## config.mk

```make
export PLATFORM = sky130hd
export DESIGN_NAME = timer_counter_core_flags
export DESIGN_NICKNAME = d
export VERILOG_FILES = /design/src/logic/prescaler_divider.v /design/src/logic/timer_counter_core_flags.v
export VERILOG_INCLUDE_DIRS = /design/src /design/src/logic
export SDC_FILE = /design/constraint.sdc
export NUM_CORES = 1
export LEC_CHECK = 0
export BUFFER_PORTS_ARGS = -buffer_cell sky130_fd_sc_hd__buf_2
export CAP_MARGIN = 40
export CORE_MARGIN = 2
export CORE_UTILIZATION = 45
export DETAILED_ROUTE_END_ITERATION = 10
export SYNTH_ARGS = -nofsm -noshare
export SYNTH_HDL_FRONTEND = slang
export SYNTH_SLANG_ARGS = --single-unit
```

## constraint.sdc

```tcl
create_clock -name ref_clk -period 3.7 [get_ports ref_clk]
set_input_delay 0.74 -clock ref_clk [delete_from_list [all_inputs] [get_ports ref_clk]]
set_output_delay 0.74 -clock ref_clk [all_outputs]
set_load 0.05 [all_outputs]
```

## src/logic/timer_defs.vh

```
// Register offsets, field positions and reset values of the timer counter core.
// Assumes byte-wide registers reached over a plain address/strobe port.
`ifndef TIMER_DEFS_VH
`define TIMER_DEFS_VH

// ---------------------------------------------------------------------------
// Register offsets
// ---------------------------------------------------------------------------
`define ADDR_CAPTURE_OR_COMPARE 6'h00
`define ADDR_COUNTER_HIGH       6'h04
`define ADDR_COUNTER_LOW        6'h05
`define ADDR_SYSTEM_CONTROL_ONE 6'h06
`define ADDR_CHANNEL_IRQ_EN     6'h0c
`define ADDR_SYSTEM_CONTROL_TWO 6'h0d
`define ADDR_CHANNEL_FLAGS      6'h0e
`define ADDR_OVERFLOW_FLAG_REG  6'h0f
`define ADDR_CHANNEL_BASE       6'h10
`define ADDR_CHANNEL_LAST       6'h1f
`define ADDR_PULSE_ACCUM_CTRL   6'h20

// ---------------------------------------------------------------------------
// Field positions
// ---------------------------------------------------------------------------
`define BIT_TIMER_ENABLE        7
`define BIT_FAST_CLEAR          4
`define BIT_OVERFLOW_IRQ_EN     7
`define BIT_COUNTER_RESET_CH7   3
`define BIT_OVERFLOW_FLAG       7
`define BIT_PULSE_ACCUM_ENABLE  6
`define PRESCALER_MSB           2
`define PRESCALER_LSB           0

// ---------------------------------------------------------------------------
// Reset values and widths
// ---------------------------------------------------------------------------
`define RESET_BYTE              8'h00
`define RESET_CHANNEL_VALUE     16'h0000
`define COUNTER_MAX             16'hffff
`define PRESCALE_STAGES         7

`endif

```

## src/logic/prescaler_divider.v

```verilog
// Bus clock prescaler: a 7-stage counter that yields a one-cycle tick every
// 1..128 bus clocks. Assumes the parent samples tick on the same clock.
`timescale 1ns/1ps
`include "timer_defs.vh"

module prescaler_divider (
  input  wire       ref_clk,
  input  wire       reset_n,
  input  wire       run,
  input  wire       restart,
  input  wire [2:0] select,
  output wire       tick
);

  reg  [`PRESCALE_STAGES-1:0] count;
  reg  [2:0]                  active_select;
  wire [`PRESCALE_STAGES-1:0] mask;

  // ---------------------------------------------------------------------------
  // Division
  // ---------------------------------------------------------------------------

  // The low stages selected by the active code must all be ones for a tick.
  assign mask = ~({`PRESCALE_STAGES{1'b1}} << active_select);
  assign tick = run & ((count & mask) == mask);

  // A new code is only adopted when every stage is about to be zero, so that
  // a division change never produces a short or stretched prescaler period.
  always @(posedge ref_clk or negedge reset_n) begin
    if (!reset_n) begin
      count         <= {`PRESCALE_STAGES{1'b0}};
      active_select <= 3'h0;
    end else if (!run || restart) begin
      count         <= {`PRESCALE_STAGES{1'b0}};
      active_select <= select;
    end else begin
      count <= count + 7'h01;
      if (count == {`PRESCALE_STAGES{1'b1}}) begin
        active_select <= select;
      end
    end
  end

endmodule // prescaler_divider

```

## src/logic/timer_counter_core_flags.v

```verilog
// Sixteen-bit timer counter with prescaler, channel 7 modulus reset,
// overflow flag, eight capture/compare channels and their flags.
// Assumes a byte-wide register port on ref_clk and asynchronous capture pins.
//
// Operation
// Overflow interrupt request follows the overflow flag when its enable is set.
// Counter reset enable makes a channel 7 compare reset the counter.
// Reset enable with channel 7 value zero holds the counter at zero.
// Reset at channel 7 value 0xffff never sets the overflow flag.
// Modulus period is channel 7 value times division plus one clock.
// Without channel 7 the counter reset enable bit is reserved, reads zero.
// Prescaler select codes 0..7 divide the bus clock by 1..128.
// A new division takes effect only when all prescale stages are zero.
// A capture or compare event sets that channel's flag.
// Writing one clears a channel flag only while timer or accumulator enabled.
// Fast clear: capture read or compare write clears that channel's flag.
// Fast clear: any counter access clears the overflow flag register.
// Counter rollover from 0xffff to zero sets the overflow flag.
// Writing one to bit 7 clears overflow flag while timer or accumulator enabled.
// A capture channel latches the counter on a sensed input transition.
// A compare channel signals its output action when the counter reaches it.
// Writes to a channel in capture mode are ignored.
// Every channel register resets to zero.
// Software accesses the high byte of a channel before the low byte.
// An absent channel's register ignores writes and reads zero.
// Absent bits of the channel flag register ignore writes and read zero.
// Each channel interrupt request follows its flag when enabled.
//
// Strobed register access is this design's own decision.
`timescale 1ns/1ps
`include "timer_defs.vh"

module timer_counter_core_flags #(
  parameter [7:0] CHANNEL_MASK = 8'hff
) (
  input  wire        ref_clk,
  input  wire        reset_n,
  input  wire [5:0]  address,
  input  wire [7:0]  write_data,
  input  wire        write_strobe,
  input  wire        read_strobe,
  input  wire [7:0]  capture_pin,
  output reg  [7:0]  read_data,
  output reg         overflow_irq,
  output reg  [7:0]  channel_irq,
  output reg  [7:0]  compare_event,
  output reg  [15:0] free_running_counter
);

  // ---------------------------------------------------------------------------
  // Decoding helpers
  // ---------------------------------------------------------------------------

  // True when the address falls in the channel register range.
  function is_channel_addr;
    input [5:0] a;
    begin
      is_channel_addr = (a >= `ADDR_CHANNEL_BASE) && (a <= `ADDR_CHANNEL_LAST);
    end
  endfunction

  // One-hot channel selected by a channel register address.
  function [7:0] channel_onehot;
    input [5:0] a;
    begin
      channel_onehot = is_channel_addr(a) ? (8'h01 << a[3:1]) : 8'h00;
    end
  endfunction

  // ---------------------------------------------------------------------------
  // Declarations
  // ---------------------------------------------------------------------------
  reg  [7:0]  capture_or_compare_select;
  reg         timer_master_enable;
  reg         fast_flag_clear_select;
  reg         pulse_accum_enable;
  reg  [7:0]  channel_irq_enables;
  reg         overflow_irq_enable;
  reg         counter_reset_on_ch7;
  reg  [2:0]  prescaler_select;
  reg  [7:0]  channel_flags;
  reg         overflow_flag;
  reg  [15:0] capture_compare_value [0:7];
  reg  [7:0]  write_high_buffer;
  reg  [7:0]  read_low_buffer;
  reg         pending_reset;
  reg  [7:0]  pin_meta;
  reg  [7:0]  pin_sync;
  reg  [7:0]  pin_last;
  reg  [7:0]  next_read_data;
  reg  [7:0]  next_low_buffer;

  wire        tick;
  wire        clear_allowed;
  wire        write_hit_flags;
  wire        counter_access;
  wire [7:0]  channel_sel;
  wire [7:0]  capture_hit;
  wire [7:0]  compare_hit;
  wire [7:0]  fast_clear;
  wire [7:0]  flag_clear;
  wire [7:0]  next_channel_flags;
  wire [15:0] counter_plus_one;
  wire        hold_at_zero;
  wire        overflow_hit;
  wire        next_overflow_flag;

  // ---------------------------------------------------------------------------
  // Prescaler
  // ---------------------------------------------------------------------------

  // The prescaler is restarted by a modulus reset so that the next counter
  // cycle starts on a whole prescaler period.
  prescaler_divider prescaler (
    .ref_clk (ref_clk),
    .reset_n (reset_n),
    .run     (timer_master_enable),
    .restart (pending_reset),
    .select  (prescaler_select),
    .tick    (tick)
  );

  // ---------------------------------------------------------------------------
  // Capture pin synchronisers and edge detection
  // ---------------------------------------------------------------------------

  // Two flip-flops before any logic; the third stage only serves edge detection.
  always @(posedge ref_clk or negedge reset_n) begin
    if (!reset_n) begin
      pin_meta <= 8'h00;
      pin_sync <= 8'h00;
      pin_last <= 8'h00;
    end else begin
      pin_meta <= capture_pin;
      pin_sync <= pin_meta;
      pin_last <= pin_sync;
    end
  end

  // A rising synchronised transition on a capture channel is a capture event.
  assign capture_hit = pin_sync & ~pin_last & ~capture_or_compare_select & CHANNEL_MASK;

  // ---------------------------------------------------------------------------
  // Shared decode
  // ---------------------------------------------------------------------------
  assign clear_allowed   = timer_master_enable | pulse_accum_enable;
  assign write_hit_flags = write_strobe && (address == `ADDR_CHANNEL_FLAGS);
  assign counter_access  = (write_strobe | read_strobe) &&
                           ((address == `ADDR_COUNTER_HIGH) ||
                            (address == `ADDR_COUNTER_LOW));
  assign channel_sel     = channel_onehot(address) & CHANNEL_MASK;
  assign counter_plus_one = free_running_counter + 16'h0001;
  assign hold_at_zero    = counter_reset_on_ch7 &&
                           (capture_compare_value[7] == `RESET_CHANNEL_VALUE);

  // ---------------------------------------------------------------------------
  // Free-running counter
  // ---------------------------------------------------------------------------

  // Rollover only counts when the counter itself wraps; a modulus reset to
  // zero goes through pending_reset and never raises the overflow flag.
  assign overflow_hit = timer_master_enable && !pending_reset && !hold_at_zero && tick &&
                        (free_running_counter == `COUNTER_MAX);

  // The modulus reset takes one extra bus clock after the match tick, which
  // gives a period of the channel 7 value times the division plus one clock.
  always @(posedge ref_clk or negedge reset_n) begin
    if (!reset_n) begin
      free_running_counter <= `RESET_CHANNEL_VALUE;
      pending_reset        <= 1'b0;
    end else if (!timer_master_enable) begin
      pending_reset        <= 1'b0;
    end else if (pending_reset) begin
      free_running_counter <= `RESET_CHANNEL_VALUE;
      pending_reset        <= 1'b0;
    end else if (hold_at_zero) begin
      free_running_counter <= `RESET_CHANNEL_VALUE;
    end else if (tick) begin
      free_running_counter <= counter_plus_one;
      pending_reset        <= counter_reset_on_ch7 &&
                              (counter_plus_one == capture_compare_value[7]);
    end
  end

  // ---------------------------------------------------------------------------
  // Capture/compare channels
  // ---------------------------------------------------------------------------

  // Compare fires on the tick that brings the counter onto the channel value.
  genvar ch;
  generate
    for (ch = 0; ch < 8; ch = ch + 1) begin : channel
      assign compare_hit[ch] = CHANNEL_MASK[ch] && capture_or_compare_select[ch] &&
                               timer_master_enable && tick && !pending_reset &&
                               !hold_at_zero &&
                               (counter_plus_one == capture_compare_value[ch]);

      // Capture has the register in capture mode, software in compare mode.
      always @(posedge ref_clk or negedge reset_n) begin
        if (!reset_n) begin
          capture_compare_value[ch] <= `RESET_CHANNEL_VALUE;
        end else if (!CHANNEL_MASK[ch]) begin
          capture_compare_value[ch] <= `RESET_CHANNEL_VALUE;
        end else if (capture_hit[ch]) begin
          capture_compare_value[ch] <= free_running_counter;
        end else if (write_strobe && channel_sel[ch] && address[0] &&
                     capture_or_compare_select[ch]) begin
          capture_compare_value[ch] <= {write_high_buffer, write_data};
        end
      end
    end
  endgenerate

  // ---------------------------------------------------------------------------
  // Channel flags
  // ---------------------------------------------------------------------------

  // Fast clear: a read of a capture channel or a write of a compare channel.
  assign fast_clear = fast_flag_clear_select ?
                      ((read_strobe  ? channel_sel & ~capture_or_compare_select : 8'h00) |
                       (write_strobe ? channel_sel &  capture_or_compare_select : 8'h00))
                      : 8'h00;

  assign flag_clear = ((write_hit_flags && clear_allowed) ? write_data : 8'h00)
                      | fast_clear;

  // An event in the same cycle as its clear keeps the flag set.
  assign next_channel_flags = ((channel_flags & ~flag_clear) | capture_hit | compare_hit)
                              & CHANNEL_MASK;

  assign next_overflow_flag =
    (overflow_flag &
     ~((write_strobe && (address == `ADDR_OVERFLOW_FLAG_REG) && clear_allowed &&
        write_data[`BIT_OVERFLOW_FLAG]) ||
       (fast_flag_clear_select && counter_access)))
    | overflow_hit;

  always @(posedge ref_clk or negedge reset_n) begin
    if (!reset_n) begin
      channel_flags <= `RESET_BYTE;
      overflow_flag <= 1'b0;
    end else begin
      channel_flags <= next_channel_flags;
      overflow_flag <= next_overflow_flag;
    end
  end

  // ---------------------------------------------------------------------------
  // Control registers
  // ---------------------------------------------------------------------------

  // Software-written controls; the counter reset enable is forced to zero
  // when channel 7 is absent so it neither stores nor reads back.
  always @(posedge ref_clk or negedge reset_n) begin
    if (!reset_n) begin
      capture_or_compare_select <= `RESET_BYTE;
      timer_master_enable       <= 1'b0;
      fast_flag_clear_select    <= 1'b0;
      pulse_accum_enable        <= 1'b0;
      channel_irq_enables       <= `RESET_BYTE;
      overflow_irq_enable       <= 1'b0;
      counter_reset_on_ch7      <= 1'b0;
      prescaler_select          <= 3'h0;
      write_high_buffer         <= `RESET_BYTE;
    end else if (write_strobe) begin
      case (address)
        `ADDR_CAPTURE_OR_COMPARE: begin
          capture_or_compare_select <= write_data & CHANNEL_MASK;
        end
        `ADDR_SYSTEM_CONTROL_ONE: begin
          timer_master_enable    <= write_data[`BIT_TIMER_ENABLE];
          fast_flag_clear_select <= write_data[`BIT_FAST_CLEAR];
        end
        `ADDR_CHANNEL_IRQ_EN: begin
          channel_irq_enables <= write_data & CHANNEL_MASK;
        end
        `ADDR_SYSTEM_CONTROL_TWO: begin
          overflow_irq_enable  <= write_data[`BIT_OVERFLOW_IRQ_EN];
          counter_reset_on_ch7 <= write_data[`BIT_COUNTER_RESET_CH7] &
                                  CHANNEL_MASK[7];
          prescaler_select     <= write_data[`PRESCALER_MSB:`PRESCALER_LSB];
        end
        `ADDR_PULSE_ACCUM_CTRL: begin
          pulse_accum_enable <= write_data[`BIT_PULSE_ACCUM_ENABLE];
        end
        default: begin
          // High byte of a channel is held until its low byte completes the word.
          if (is_channel_addr(address) && !address[0]) begin
            write_high_buffer <= write_data;
          end
        end
      endcase
    end
  end

  // ---------------------------------------------------------------------------
  // Read path
  // ---------------------------------------------------------------------------

  // Reading a high byte freezes its low byte, so a high-then-low pair is
  // coherent; the reverse order may mix two different counter values.
  always @* begin
    next_read_data  = 8'h00;
    next_low_buffer = read_low_buffer;
    case (address)
      `ADDR_CAPTURE_OR_COMPARE: next_read_data = capture_or_compare_select;
      `ADDR_COUNTER_HIGH: begin
        next_read_data  = free_running_counter[15:8];
        next_low_buffer = free_running_counter[7:0];
      end
      `ADDR_COUNTER_LOW: next_read_data = read_low_buffer;
      `ADDR_SYSTEM_CONTROL_ONE: begin
        next_read_data[`BIT_TIMER_ENABLE] = timer_master_enable;
        next_read_data[`BIT_FAST_CLEAR]   = fast_flag_clear_select;
      end
      `ADDR_CHANNEL_IRQ_EN: next_read_data = channel_irq_enables;
      `ADDR_SYSTEM_CONTROL_TWO: begin
        next_read_data[`BIT_OVERFLOW_IRQ_EN]   = overflow_irq_enable;
        next_read_data[`BIT_COUNTER_RESET_CH7] = counter_reset_on_ch7;
        next_read_data[`PRESCALER_MSB:`PRESCALER_LSB] = prescaler_select;
      end
      `ADDR_CHANNEL_FLAGS: next_read_data = channel_flags;
      `ADDR_OVERFLOW_FLAG_REG: next_read_data[`BIT_OVERFLOW_FLAG] = overflow_flag;
      `ADDR_PULSE_ACCUM_CTRL: next_read_data[`BIT_PULSE_ACCUM_ENABLE] = pulse_accum_enable;
      default: begin
        if (is_channel_addr(address)) begin
          if (!address[0]) begin
            next_read_data  = capture_compare_value[address[3:1]][15:8];
            next_low_buffer = capture_compare_value[address[3:1]][7:0];
          end else begin
            next_read_data  = read_low_buffer & {8{CHANNEL_MASK[address[3:1]]}};
          end
        end
      end
    endcase
  end

  // Read data stand only in the cycle after the read strobe.
  always @(posedge ref_clk or negedge reset_n) begin
    if (!reset_n) begin
      read_data       <= 8'h00;
      read_low_buffer <= 8'h00;
    end else begin
      read_data <= read_strobe ? next_read_data : 8'h00;
      if (read_strobe) begin
        read_low_buffer <= next_low_buffer;
      end
    end
  end

  // ---------------------------------------------------------------------------
  // Requests and output actions
  // ---------------------------------------------------------------------------

  // Requests are levels that follow the registered flags by one clock.
  always @(posedge ref_clk or negedge reset_n) begin
    if (!reset_n) begin
      overflow_irq  <= 1'b0;
      channel_irq   <= 8'h00;
      compare_event <= 8'h00;
    end else begin
      overflow_irq  <= overflow_flag & overflow_irq_enable;
      channel_irq   <= channel_flags & channel_irq_enables;
      compare_event <= compare_hit;
    end
  end

endmodule // timer_counter_core_flags

```

==> key figures <==
Routing
  • DR iter-0 viols: 1563
  • Post-route DRC: 0
  • Routed vias/inst: 6.389
  • Routed wire per std cell: 28.82 um
  • Vias post-DR: 13040
  • Antenna Violating Nets Remaining: 0
  • Drt pass-1 iters: 7
  • Detailed Route WL: 58820 um

Critical path
  • CP Capture Type: register
  • Worst-path fanout max: 14
  • Setup Crit Path Kind: reg -> reg
  • Critical Path RT: 4.21 ns
  • Worst setup SP type: register
  • Data arrival time of the worst path: 3.87 ns

Synth
  • Async S/R FF share, synth: 100.0%
  • Most common cell in the netlist: dfrtp_1
  • Syn Inst Count: 1538
  • Synthesized cell area: 15430 um2
  • Distinct cell type count after synthesis: 79
  • Register area share after synthesis: 41.03%
  • Syn nets: 1566
  • Yosys Warn Count: 0
  • Number of synthesized register bits: 253
  • Post-synth EDFFs: 0
  • Post-synthesis area per instance: 10.03 um2
  • Commonest cells in the netlist: 253 x dfrtp_1, 158 x nor2_1, 145 x mux2i_1, 122 x a21oi_1, 112 x nand2_1
  • Area contributors post-synth: dfrtp_1 41%, mux2i_1 9.4%, mux4_2 4.8%, mux2_2 4.2%, a21oi_1 4.0%
  • Leading area contributor after synthesis: dfrtp_1
  • Synth top area share: 41.03%
  • Main flop type after synthesis: dfrtp_1

CTS
  • Root buffer cell: clkbuf_16
  • CTS buffer count: 29
  • CTS tree: done
  • CTS clk-pin slew, worst paths: 0.06 ns
  • Post-CTS Setup Repair Bufs: 0
  • Hold-fix buffers, CTS: 0
  • CTS H-tree depth: 1
  • Bufs on Longest Clock Path: 3
  • Post_cts resized: 0
  • CTS sink count: 253
  • Skew-Pair Late Insertion Delay: 0.57 ns

Placement
  • DP Worst Slack: 0.3868 ns
  • DP Area: 16420 um2
  • Port Buffers: 66
  • Detail Placement HPWL: 41860 um
  • Final RePlAce weighted congestion: 0.9879

Timing
  • Final worst slack: 0.3358 ns
  • Max_slew headroom: 38.66%
  • Min Tclk post-route: 3.364 ns
  • Max Fclk: 0.2972 GHz
  • Final worst path period share: 90.92%
  • Clock Skews: 0.008000 ns
  • Worst Max-Slew Pin Slew: 0.9117 ns
  • RSZ-0062 raised after global routing: false
  • Final hold vios: 0
  • Final Slew Violations: 0
  • Setup violators final: 0
  • Setup TNS: 0 ns

Pwr
  • Pleak: 7.244 nW
  • P per Cell Area: 523.7 nW/um2
  • Max VDD drop: 321.9 uV
  • Total power: 9.136 mW

Final layout
  • Fill cells: 3026
  • Nets: 1599
  • Layout Cell Area excl Fill: 17440 um2
  • Footprint of the multi-input gates: 8508 um2
  • Register Area: 6331 um2
  • Area Overhead vs Synth: 13.06%
  • N_diodes: 0
  • Share of cells above drive strength 1: 20.46%
  • Util after Layout: 51.89%

Floorplanning
  • Die Y: 189.2 um
  • Row count: 67
  • Die area: 35780 um2
  • Die width: 189.2 um
  • Initial Util: 45.90%
  • Core area: 33620 um2
  • Num ports: 67

Worst hold path
  • Worst hold-check path type: in -> async

GRT
  • All-Layer GR Usage: 33.11%
  • Grt ovf: 0
  • Largest net degree at the start of global routing: 100
  • Global-route wire length before repair: 86880 um
  • Vias in the first global route: 12490
  • Initial antenna violation count: 2

Run status
  • Outcome: finished clean

Job
  • MaxCap Viol Count: 0
## cell type report
class | count | share of cell area, %
inverters | 14 | 0.3012
well taps | 448 | 3.213
multi-input cells | 1131 | 48.77
repair buffers | 142 | 5.566
clock inverters | 13 | 1.054
clock buffers | 40 | 4.798
flip-flops and latches | 253 | 36.29
## power by group
| part | total, mW | internal (mW) | switching, mW |
|---|---|---|---|
| combinational | 2.23 | 0.958 | 1.28 |
| sequential | 3.81 | 3.16 | 0.656 |
| clock | 3.09 | 1.86 | 1.23 |
| total | 9.14 | 5.97 | 3.17 |
## logic make-up after synthesis
family          share of synthesized area [%]
simple gates                            14.56
compound gates                          13.25
flops                                   41.03
mux                                     18.38
buf+inv                                 4.201
xor+xnor                                8.410
fa+ha+maj                              0.1622
## worst paths after layout
path | from | to | slack, ns | cells after the start
max | free_running_counter[3]$_DFFE_PN0P_ | channel_flags[2]$_DFF_PN0_ | 0.34 | 8
min | reset_n | prescaler.count[4]$_DFF_PN0_ | 0.21 | 1
max reg2reg | free_running_counter[3]$_DFFE_PN0P_ | channel_flags[2]$_DFF_PN0_ | 0.34 | 8
min reg2reg | pin_meta[6]$_DFF_PN0_ | pin_sync[6]$_DFF_PN0_ | 0.35 | 0
max in group asynchronous | reset_n | capture_compare_value[45]$_DFFE_PN0P_ | 2.46 | 2
min in group ref_clk | capture_pin[6] | pin_meta[6]$_DFF_PN0_ | 0.27 | 1
## per-stage QoR
| step | cells | hold slack [ns] |
|---|---|---|
| after global routing | 2041 | 0.2598 |
| after detailed placement | 1988 | 0.3347 |
| after CTS | 2041 | 0.2436 |
| final | 2041 | 0.2058 |
| after floorplan | 1538 | 0.3312 |
| after global placement | 1987 | 0.3324 |
## state kept, by name (all words and copies together) (netlist names), 3 cells and up
| register | flops |
|---|---|
| capture_compare_value | 128 |
| free_running_counter | 16 |
| capture_or_compare_select | 8 |
| channel_flags | 8 |
| channel_irq | 8 |
| channel_irq_enables | 8 |
| compare_event | 8 |
| pin_last | 8 |
| pin_meta | 8 |
| pin_sync | 8 |
| read_data | 8 |
| read_low_buffer | 8 |
| write_high_buffer | 8 |
| prescaler.count | 7 |
| prescaler.active_select | 3 |
| prescaler_select | 3 |
## routing by layer
layer	track usage (%)	wire length [um]	share of wire, %
met5	0	28	0.048
met1	48.09	25240	43
met2	50.32	25970	44
met4	12.53	2375	4.0
met3	4.578	5210	8.9
## worst max-delay path: stages (launching register included)
cell and delay [ns]:
dfrtp_1 0.63, buf_4 0.26, and4_4 0.37, and4_1 0.59
xnor2_1 0.24, nor2_1 0.07, or4_1 0.55, nor4_2 0.42
a311o_1 0.17
## cells in the final DEF, fill, tap and decap left out, types with 15 or more instances in the layout
cell type / instances
buf_4: 70
nand4_1: 15
dfrtp_1: 253
nand3_1: 28
xor2_1: 36
buf_2: 66
nor4_1: 15
mux2_2: 57
nand2_1: 112
mux2i_1: 145
xnor2_1: 69
o31ai_1: 15
o21ai_0: 83
a21oi_1: 122
nor2_1: 158
mux4_2: 33
clkbuf_16: 29
Power figures use the tool's default switching activity.
